===== config.mk =====
export PLATFORM = sky130hd
export DESIGN_NAME = shsm_top
export DESIGN_NICKNAME = d
export VERILOG_FILES = /design/src/verilog/shsm_pkg.sv /design/src/verilog/shsm_lane.sv /design/src/verilog/shsm_top.sv
export VERILOG_INCLUDE_DIRS = /design/src /design/src/verilog
export SDC_FILE = /design/constraint.sdc
export NUM_CORES = 2
export LEC_CHECK = 0
export BUFFER_PORTS_ARGS = -buffer_cell sky130_fd_sc_hd__buf_2
export CAP_MARGIN = 20
export CORE_ASPECT_RATIO = 0.8
export CORE_MARGIN = 2
export CORE_UTILIZATION = 39
export CTS_BUF_LIST = sky130_fd_sc_hd__clkbuf_2
export CTS_CLUSTER_DIAMETER = 120
export DETAILED_ROUTE_END_ITERATION = 7
export RECOVER_POWER = 25
export SYNTH_ARGS = -nofsm -noshare
export SYNTH_HDL_FRONTEND = slang
export SYNTH_SLANG_ARGS = --single-unit
export TNS_END_PERCENT = 50

===== constraint.sdc =====
create_clock -name CORE_CLK_I -period 12.5 [get_ports CORE_CLK_I]
set_input_delay 2.5 -clock CORE_CLK_I [delete_from_list [all_inputs] [get_ports CORE_CLK_I]]
set_output_delay 2.5 -clock CORE_CLK_I [all_outputs]
set_load 0.05 [all_outputs]

===== src/verilog/shsm_defs.svh =====
// Constants of the shifter buffer and state sequencer: register map, field positions,
// reset values and sizes.
// Assumes inclusion by bare name from the package and the design modules.
`ifndef SHSM_DEFS_SVH
`define SHSM_DEFS_SVH

// Sizes
`define SHSM_NUM          8
`define SHSM_PTR_W        3
`define SHSM_ADR_W        12
`define SHSM_PIN_W        32

// Register map: single registers by byte address, register arrays by 32-byte page
`define SHSM_ADR_STATUS   12'h010
`define SHSM_ADR_STATE    12'h014
`define SHSM_PAGE_CTRL    7'h04
`define SHSM_PAGE_BUF     7'h08

// Fields of each shifter control register
`define SHSM_CTL_MODE_LSB 0
`define SHSM_CTL_TSEL_LSB 4
`define SHSM_CTL_PIN_LSB  8
`define SHSM_CTL_INPUT_SOURCE_SELECT    13
`define SHSM_CTL_TRIG     14
`define SHSM_CTL_W        15

// Fields of the buffer word
`define SHSM_BUF_OUT_LSB  24
`define SHSM_BUF_HI_LSB   16

// Reset values
`define SHSM_RST_CTRL     15'h0000
`define SHSM_RST_BUF      32'h0000_0000
`define SHSM_RST_STATE    3'h0

`endif


===== src/verilog/shsm_pkg.sv =====
// Types shared by the shifter buffer and state sequencer modules.
// Assumes shsm_defs.svh on the include path.
`default_nettype none
`include "shsm_defs.svh"

package shsm_pkg;

    // Shifter mode select field encodings
    typedef enum logic [2:0] {
        SHSM_MODE_DIS   = 3'b000,
        SHSM_MODE_RX    = 3'b001,
        SHSM_MODE_TX    = 3'b010,
        SHSM_MODE_RSVD  = 3'b011,
        SHSM_MODE_MSTO  = 3'b100,
        SHSM_MODE_MCON  = 3'b101,
        SHSM_MODE_STATE = 3'b110,
        SHSM_MODE_LOGIC = 3'b111
    } shsm_mode_t;

endpackage : shsm_pkg

`default_nettype wire


===== src/verilog/shsm_lane.sv =====
// Per-shifter combinational evaluation of the buffer word: masked match,
// lookup-table output and next-state selection.
// Assumes the caller registers every result it drives out.
`timescale 1ns/1ps
`default_nettype none

module shsm_lane
    import shsm_pkg::*;
(
    // Buffer and shifter contents
    input  wire logic [31:0] buf_i,
    input  wire logic [31:0] shift_i,
    // Selectors
    input  wire logic [4:0]  logic_in_i,
    input  wire logic [2:0]  state_in_i,
    // Results
    output logic             match_o,
    output logic             logic_o,
    output logic [2:0]       next_state_o
);

    logic [15:0] diff;

    // Upper half is compare data, lower half masks: a 1 ignores that bit
    always_comb begin
        diff    = (shift_i[31:16] ^ buf_i[31:16]) & ~buf_i[15:0];
        match_o = (diff == 16'h0000);
    end

    // Whole word is a 32-entry table indexed by five inputs
    always_comb begin
        logic_o = buf_i[logic_in_i];
    end

    // Lower 24 bits hold eight 3-bit next-state groups, picked by the inputs
    always_comb begin
        next_state_o = buf_i[{state_in_i, 2'b00} - {2'b00, state_in_i} +: 3];
    end

endmodule : shsm_lane

`default_nettype wire


===== src/verilog/shsm_top.sv =====
// Shifter buffer words, their mode-dependent use and the state sequencer built on them,
// with a classic Wishbone register slave.
// Assumes timer expiry and timer start arrive as one-cycle pulses synchronous to CORE_CLK_I
// and that the shift engines outside present their current contents continuously.
// Summary of operation
// - Receive: timer expiry copies shifter into buffer.
// - Transmit: buffer loads shifter when timer starts.
// - Match store: upper compare, lower mask, on expiry.
// - Match event writes shifter upper half to buffer.
// - Match continuous compares every cycle, mask ones.
// - Logic mode: buffer is 5-input lookup table.
// - Selected state shifter drives outputs from top byte.
// - Lower 24 bits hold next-state table.
// - Advance pointer only on selected timer expiry.
// - Timer comes from current state's select field.
// - Flag set while pointer selects the shifter.
// - Flag clears when pointer moves elsewhere.
// - State flag usable as interrupt/DMA request.
// - Entering chosen state may pulse output trigger.
// - Mode field encodes eight modes, zero to seven.
// - State inputs pick a 3-bit next-state group.
// - Pointer resets zero; software write overrides it.
// - State inputs from pins or next shifter.
//
// Local design decisions: the Wishbone slave port and the address map.
`timescale 1ns/1ps
`default_nettype none

`include "shsm_defs.svh"

module shsm_top
    import shsm_pkg::*;
#(
    parameter int NSH = `SHSM_NUM // Must match the 3-bit state pointer
) (
    // Clock and reset
    input  wire logic                  CORE_CLK_I,
    input  wire logic                  RESETN_I,
    // Wishbone slave
    input  wire logic                  WB_CYC_I,
    input  wire logic                  WB_STB_I,
    input  wire logic                  WB_WE_I,
    input  wire logic [`SHSM_ADR_W-1:0] WB_ADR_I,
    input  wire logic [3:0]            WB_SEL_I,
    input  wire logic [31:0]           WB_DAT_I,
    output logic [31:0]                WB_DAT_O,
    output logic                       WB_ACK_O,
    // Timers
    input  wire logic [NSH-1:0]        TIMER_EXPIRE_I,
    input  wire logic [NSH-1:0]        TIMER_START_I,
    // Shift engines
    input  wire logic [NSH*32-1:0]     SHIFT_DATA_I,
    output logic [NSH-1:0]             SHIFT_LOAD_O,
    output logic [NSH*32-1:0]          SHIFT_LOAD_DATA_O,
    // Pins and lookup inputs
    input  wire logic [`SHSM_PIN_W-1:0] PIN_I,
    input  wire logic [NSH*5-1:0]      LOGIC_IN_I,
    // Results
    output logic [NSH-1:0]             MATCH_O,
    output logic [NSH-1:0]             LOGIC_OUT_O,
    output logic [7:0]                 STATE_OUT_O,
    output logic [NSH-1:0]             STATUS_REQ_O,
    output logic                       TRIGGER_O,
    output logic [`SHSM_PTR_W-1:0]     STATE_PTR_O
);

    // Storage
    logic [31:0]                buf_r   [NSH];
    logic [`SHSM_CTL_W-1:0]     ctrl_r  [NSH];
    logic [NSH-1:0]             flag_r;
    logic [`SHSM_PTR_W-1:0]     state_ptr_r;
    logic [`SHSM_PTR_W-1:0]     state_ptr_nxt;
    logic [7:0]                 state_out_r;
    logic                       trig_r;
    logic [NSH-1:0]             load_r;
    logic [NSH*32-1:0]          load_data_r;
    logic [NSH-1:0]             match_r;
    logic [NSH-1:0]             logic_r;
    logic                       ack_r;
    logic [31:0]                dat_r;

    // Decoded access
    logic                       acc;
    logic                       wr;
    logic                       rd;
    logic [2:0]                 idx;
    logic                       hit_status;
    logic                       hit_state;
    logic                       hit_ctrl;
    logic                       hit_buf;
    logic [31:0]                rd_data;
    logic [31:0]                ctrl_merged;

    // Per-shifter results
    shsm_mode_t                 mode    [NSH];
    logic [2:0]                 tsel    [NSH];
    logic [2:0]                 next_st [NSH];
    logic [NSH-1:0]             hit;
    logic [NSH-1:0]             lout;

    // Sequencer terms
    shsm_mode_t                 cur_mode;
    logic                       advance;

    // Byte-lane merge of a software write
    function automatic logic [31:0] be_merge(input logic [31:0] old_v,
                                             input logic [31:0] new_v,
                                             input logic [3:0]  sel);
        logic [31:0] res;
        res = old_v;
        for (int b = 0; b < 4; b++) begin
            if (sel[b]) begin
                res[b*8 +: 8] = new_v[b*8 +: 8];
            end
        end
        return res;
    endfunction : be_merge

    // Address decode; ack is withheld in the cycle it is high so each access answers once
    always_comb begin
        acc        = WB_CYC_I & WB_STB_I & ~ack_r;
        wr         = acc & WB_WE_I;
        rd         = acc & ~WB_WE_I;
        idx        = WB_ADR_I[4:2];
        hit_status = 1'b0;
        hit_state  = 1'b0;
        hit_ctrl   = 1'b0;
        hit_buf    = 1'b0;
        if (WB_ADR_I == `SHSM_ADR_STATUS) begin
            hit_status = 1'b1;
        end else if (WB_ADR_I == `SHSM_ADR_STATE) begin
            hit_state = 1'b1;
        end else if (WB_ADR_I[11:5] == `SHSM_PAGE_CTRL && WB_ADR_I[1:0] == 2'b00) begin
            hit_ctrl = 1'b1;
        end else if (WB_ADR_I[11:5] == `SHSM_PAGE_BUF && WB_ADR_I[1:0] == 2'b00) begin
            hit_buf = 1'b1;
        end
    end

    // Read mux; unmapped addresses read as zero and are still acknowledged
    always_comb begin
        rd_data = 32'h0000_0000;
        if (hit_status) begin
            rd_data = {{(32-NSH){1'b0}}, flag_r};
        end else if (hit_state) begin
            rd_data = {29'h0, state_ptr_r};
        end else if (hit_ctrl) begin
            rd_data = {{(32-`SHSM_CTL_W){1'b0}}, ctrl_r[idx]};
        end else if (hit_buf) begin
            rd_data = buf_r[idx];
        end
    end

    // Lane merge of the addressed control word, widened to 32 bits for be_merge; buffer writes do their own merge
    always_comb begin
        ctrl_merged = be_merge({{(32-`SHSM_CTL_W){1'b0}}, ctrl_r[idx]}, WB_DAT_I, WB_SEL_I);
    end

    // Bus answer: one cycle after the request, dropped the cycle after
    always_ff @(posedge CORE_CLK_I or negedge RESETN_I) begin
        if (!RESETN_I) begin
            ack_r <= 1'b0;
            dat_r <= 32'h0000_0000;
        end else begin
            ack_r <= acc;
            if (rd) begin
                dat_r <= rd_data;
            end
        end
    end

    // Control registers, written by byte lane
    always_ff @(posedge CORE_CLK_I or negedge RESETN_I) begin
        if (!RESETN_I) begin
            for (int n = 0; n < NSH; n++) begin
                ctrl_r[n] <= `SHSM_RST_CTRL;
            end
        end else if (wr && hit_ctrl) begin
            ctrl_r[idx] <= ctrl_merged[`SHSM_CTL_W-1:0];
        end
    end

    // Sequencer: only a state-mode shifter under the pointer can advance it
    always_comb begin
        cur_mode = mode[state_ptr_r];
        advance  = (cur_mode == SHSM_MODE_STATE) &&
                   TIMER_EXPIRE_I[tsel[state_ptr_r]];
        state_ptr_nxt = state_ptr_r;
        if (wr && hit_state && WB_SEL_I[0]) begin
            state_ptr_nxt = WB_DAT_I[2:0];
        end else if (advance) begin
            state_ptr_nxt = next_st[state_ptr_r];
        end
    end

    // Pointer, outputs and trigger move on the one edge that also moves the flags
    always_ff @(posedge CORE_CLK_I or negedge RESETN_I) begin
        if (!RESETN_I) begin
            state_ptr_r <= `SHSM_RST_STATE;
            state_out_r <= 8'h00;
            trig_r      <= 1'b0;
        end else begin
            state_ptr_r <= state_ptr_nxt;
            if (mode[state_ptr_nxt] == SHSM_MODE_STATE) begin
                state_out_r <= buf_r[state_ptr_nxt][`SHSM_BUF_OUT_LSB +: 8];
            end
            trig_r <= (state_ptr_nxt != state_ptr_r) &&
                      (mode[state_ptr_nxt] == SHSM_MODE_STATE) &&
                      ctrl_r[state_ptr_nxt][`SHSM_CTL_TRIG];
        end
    end

    // One lane per shifter
    for (genvar n = 0; n < NSH; n++) begin : g_sh
        logic [31:0] shift;
        logic [2:0]  st_in;
        logic [63:0] pins2;
        logic        expire;
        logic        start;
        logic        sw_buf_wr;
        logic        sw_buf_rd;
        logic        set_ev;
        logic        clr_ev;

        // Mode field maps straight onto the enum encodings
        always_comb begin
            mode[n]   = shsm_mode_t'(ctrl_r[n][`SHSM_CTL_MODE_LSB +: 3]);
            tsel[n]   = ctrl_r[n][`SHSM_CTL_TSEL_LSB +: 3];
            shift     = SHIFT_DATA_I[n*32 +: 32];
            expire    = TIMER_EXPIRE_I[tsel[n]];
            start     = TIMER_START_I[tsel[n]];
            sw_buf_wr = wr && hit_buf && (idx == 3'(n));
            sw_buf_rd = rd && hit_buf && (idx == 3'(n));
        end

        // State inputs: three pins from the base (wrapping) or the next shifter's LSBs
        always_comb begin
            pins2 = {PIN_I, PIN_I} >> ctrl_r[n][`SHSM_CTL_PIN_LSB +: 5];
            if (ctrl_r[n][`SHSM_CTL_INPUT_SOURCE_SELECT]) begin
                st_in = SHIFT_DATA_I[((n + 1) % NSH)*32 +: 3];
            end else begin
                st_in = pins2[2:0];
            end
        end

        shsm_lane u_lane (
            .buf_i        (buf_r[n]),
            .shift_i      (shift),
            .logic_in_i   (LOGIC_IN_I[n*5 +: 5]),
            .state_in_i   (st_in),
            .match_o      (hit[n]),
            .logic_o      (lout[n]),
            .next_state_o (next_st[n])
        );

        // Buffer word: hardware capture beats a software write in the same cycle
        always_ff @(posedge CORE_CLK_I or negedge RESETN_I) begin
            if (!RESETN_I) begin
                buf_r[n] <= `SHSM_RST_BUF;
            end else if (mode[n] == SHSM_MODE_RX && expire) begin
                buf_r[n] <= shift;
            end else if (mode[n] == SHSM_MODE_MSTO && expire && hit[n]) begin
                buf_r[n][31:`SHSM_BUF_HI_LSB] <= shift[31:`SHSM_BUF_HI_LSB];
            end else if (sw_buf_wr) begin
                buf_r[n] <= be_merge(buf_r[n], WB_DAT_I, WB_SEL_I);
            end
        end

        // Flag events per mode; a buffer access or a write-one to status clears
        always_comb begin
            set_ev = 1'b0;
            case (mode[n])
                SHSM_MODE_RX:   set_ev = expire;
                SHSM_MODE_TX:   set_ev = start;
                SHSM_MODE_MSTO: set_ev = expire & hit[n];
                SHSM_MODE_MCON: set_ev = hit[n];
                default:        set_ev = 1'b0;
            endcase
            clr_ev = sw_buf_rd | sw_buf_wr |
                     (wr && hit_status && WB_SEL_I[n/8] && WB_DAT_I[n]);
        end

        // In state mode the flag follows the pointer; elsewhere set wins over clear
        always_ff @(posedge CORE_CLK_I or negedge RESETN_I) begin
            if (!RESETN_I) begin
                flag_r[n] <= 1'b0;
            end else if (mode[n] == SHSM_MODE_STATE) begin
                flag_r[n] <= (state_ptr_nxt == 3'(n));
            end else begin
                flag_r[n] <= set_ev | (flag_r[n] & ~clr_ev);
            end
        end

        // Transmit load pulses the cycle after the timer start, before it shifts anything
        always_ff @(posedge CORE_CLK_I or negedge RESETN_I) begin
            if (!RESETN_I) begin
                load_r[n]              <= 1'b0;
                load_data_r[n*32 +: 32] <= 32'h0000_0000;
            end else begin
                load_r[n] <= (mode[n] == SHSM_MODE_TX) && start;
                if ((mode[n] == SHSM_MODE_TX) && start) begin
                    load_data_r[n*32 +: 32] <= buf_r[n];
                end
            end
        end

        // Registered match and lookup results
        always_ff @(posedge CORE_CLK_I or negedge RESETN_I) begin
            if (!RESETN_I) begin
                match_r[n] <= 1'b0;
                logic_r[n] <= 1'b0;
            end else begin
                match_r[n] <= (mode[n] == SHSM_MODE_MCON) && hit[n];
                logic_r[n] <= (mode[n] == SHSM_MODE_LOGIC) && lout[n];
            end
        end
    end

    // Outputs
    assign WB_DAT_O          = dat_r;
    assign WB_ACK_O          = ack_r;
    assign SHIFT_LOAD_O      = load_r;
    assign SHIFT_LOAD_DATA_O = load_data_r;
    assign MATCH_O           = match_r;
    assign LOGIC_OUT_O       = logic_r;
    assign STATE_OUT_O       = state_out_r;
    assign STATUS_REQ_O      = flag_r;
    assign TRIGGER_O         = trig_r;
    assign STATE_PTR_O       = state_ptr_r;

endmodule : shsm_top

`default_nettype wire


==> impl_results.md <==
- Relative slew slack: -2.49
- Asr flop ratio synth: 1.00
- 1st-pass router iterations: 6
- Largest net degree at the start of global routing: 125
- Worst setup SP type: flop
- Die height: 335 um
- Synthesized area per cell: 9.31 sq um
- Run status: finished, violations left
- Area of the multi-input gates: 0.0333 sq mm
- Synth area leaders: dfrtp_1 (33%), mux4_2 (14%), mux2i_1 (12%)
- Layout area overhead: 12.9%
- Reg2Reg Depth: 22
- Core Area: 0.136 sq mm
- IO Count: 730
- Initial antenna violation count: 76
- Starting Density: 0.393
- Final worst-path cycle share: 0.760
- Pwr per Cell Area: 94.6 mW/mm^2
- Post-synth top flop: dfrtp_1
- P_leak: 28.6 nW
- Syn Nets: 6,163
- Finish-stage setup viols: 0
- Peak fanout along the critical path: 21
- Post-route DRC violation count: 0
- Dominant cell type by area after synthesis: dfrtp_1
- Minimum clock period: 9510 ps
- Setup repair after global routing missed its margin: no
- DR vias: 54,000
- Max cap viols: 9
- Actual slew at the worst max-slew pin: 5240 ps
- Worst EP required: 14,130 ps
- Final Util: 0.444
- R2R Path Start: ctrl_r[24]
- Clk slew on worst S/H paths: 120 ps
- Adder-Cell Fraction of Synth Area: 0.00374
- Htree depth: 4
- Yosys reg bits: 709
- Worst setup EP type: flop
- Fmax achieved: 105 MHz
- Routed WL: 292,000 um
- R2r endpoint: STATE_OUT_O[4]
- Total negative slack: 0 ps
- Cell Rows: 121
- Antenna viol nets, final: 0
- Hold endpoint: SHIFT_LOAD_DATA_O[134]
- Port Buf Inserts: 729
- Die area: 0.140 sq mm
- Synth warn: 0
- FF-to-FF setup slack: 2990 ps
- Failing checks: capacitance limit, slew limit
- Largest family of logic cells by synthesized area: multiplexers
- Resize count post-CTS: 0
- Fin. max-slew vios: 496
- # fillers: 13,400
- Synth top area share: 0.332
- Gpl congestion: 1.08
- Nets@finish: 6,681
- Post-detail-place hpwl: 216,000 um
- Number of hold violations in the final report: 0
- Hold depth: 2
- Sequential area share after synthesis: 0.332
- Synth Area in XOR/XNOR: 0.0260
- # hold bufs at CTS: 0
- CTS Buf Count: 193
- Mapped Cells: 5,750
- Total congestion overflow: 0
- Number of flops mapped to enable cells by yosys: 0
- Min-Delay Path Class: reg2reg
- Reg area: 0.0177 sq mm
- CP Data Arrival Time: 11,140 ps
- Clock Skew: 185 ps
- First-pass GRT wire length: 398,000 um
- Mux contribution to synthesized area: 0.302
- Later-pin clock latency in the skew report: 1830 ps
- Vias per cell: 6.56
- Post-synth cell types: 106
- Compound-Gate Fraction of Synth Area: 0.127
- Simple-Gate Fraction of Synth Area: 0.162
- CTS tree: built
- Chip width: 418 um
- Vias in the first global route: 49,800
- Post-CTS Setup Bufs: 0
- Syn Std Cell Area: 0.0535 sq mm
- Clock sinks: 709
- Clock tree root buffer cell: clkbuf_2
- Layout cell share with drive strength beyond 1: 0.275
- Initial drt markers: 8,293
- Maximum vdd ir drop: 0.110 mV
- Hold Crit Start: SHIFT_LOAD_DATA_O[134]
- Routed len/inst: 35.5 um
- Critical path type: reg2reg
- Total track usage: 0.404
- Clock Tree Buf Depth: 3
per-stage QoR:
step	total power [W]	worst slack [ps]	hold WS [ps]	area, sq um	std cells
finish	0.00572	2990	476	60400	8238
detailed placement	0.00389	1970	458	58400	7841
global route	0.00589	2830	493	60400	8217
floorplan	0.00327	4080	474	53500	5750
CTS	0.00566	3380	481	60100	8181
global placement	0.00389	2080	453	58300	7832
layout by cell type (no fill, tap or decap), types with 89 or more instances in the layout:
master	n
mux2_2	176
nand2_1	1298
a21oi_1	213
xnor2_1	146
mux2i_1	640
buf_4	144
o21ai_0	294
dfrtp_1	709
buf_2	715
mux4_2	339
nor2_1	296
clkbuf_2	286
o22ai_1	89
area by class of cell:
cell class | instances | share of cell area
inverter | 54 | 0.00335
antenna | 42 | 0.00174
clock buffer | 286 | 0.0237
timing repair buffer | 899 | 0.0843
clock inverter | 54 | 0.00518
tap | 1783 | 0.0369
sequential | 709 | 0.294
multi-input combinational | 4411 | 0.551
synthesized netlist by cell type (77+ instances only):
cell      count
nor2_1      299
nor3_1       77
o21ai_0     294
mux4_2      339
clkbuf_1    434
o22ai_1      89
mux2_2      177
mux2i_1     641
nand2_1    1298
xnor2_1     147
a21oi_1     213
dfrtp_1     709
flip-flops by register name (all words and copies together) (netlist names):
signal and count:
STATUS_REQ_O 8, STATE_OUT_O 8, STATE_PTR_O 3, WB_ACK_O 1
WB_DAT_O 32, LOGIC_OUT_O 8, SHIFT_LOAD_DATA_O 256, ctrl_r 120
MATCH_O 8, SHIFT_LOAD_O 8, buf_r 256, TRIGGER_O 1
per-layer routing:
metal	vias to the layer above	track usage	share of wire
met3	887	0.179	0.15
li1	22000	-	-
met4	50	0.239	0.067
met2	4320	0.538	0.40
met1	26700	0.532	0.38
met5	-	0.00657	0.0014
cells by family (layout without fill, tap and decap cells):
group | Yosys count | count (layout)
and+or+nand+nor | 2036 | 2036
muxes | 1163 | 1163
AOI/OAI and AO/OA | 1037 | 1037
DFF | 709 | 709
buffers and inverters | 630 | 1293
xor gates and xnor gates | 159 | 159
adders and majority gates | 16 | 16
other | 0 | 42
worst max-delay path, stage by stage, from the launching register on:
cell and delay (ps):
dfrtp_1 750, nor2b_1 770, a22oi_1 220, nand3_1 180, nand4_1 910, mux2i_2 1000
inv_1 140, ha_1 440, xor2_2 140, buf_4 330, mux2i_1 400, mux4_2 310
nor2_1 40, a211o_1 230, o41ai_1 470, and3_1 330, a2111oi_0 80, and4_1 280
a221oi_4 760, inv_1 580, mux4_2 640, nor2_1 170, a31oi_1 50
worst max path at each step:
stage	start	to	slack (ps)	depth (start not counted)
6_report	ctrl_r[24]	STATE_OUT_O[4]	2990	22
3_5_place_dp	PIN_I[27]	STATE_OUT_O[5]	1970	23
4_1_cts	ctrl_r[24]	STATE_OUT_O[6]	3380	22
3_3_place_gp	PIN_I[27]	STATE_OUT_O[4]	2080	23
2_1_floorplan	PIN_I[31]	STATE_OUT_O[6]	4080	27
5_1_grt	ctrl_r[24]	STATE_OUT_O[7]	2830	22
power by group:
part | total [W] | internal, W | switching [W]
registers | 0.00259 | 0.00235 | 0.000247
logic | 0.00133 | 0.000515 | 0.000815
clock network | 0.00179 | 0.000651 | 0.00114
Power figures use the tool's default switching activity.
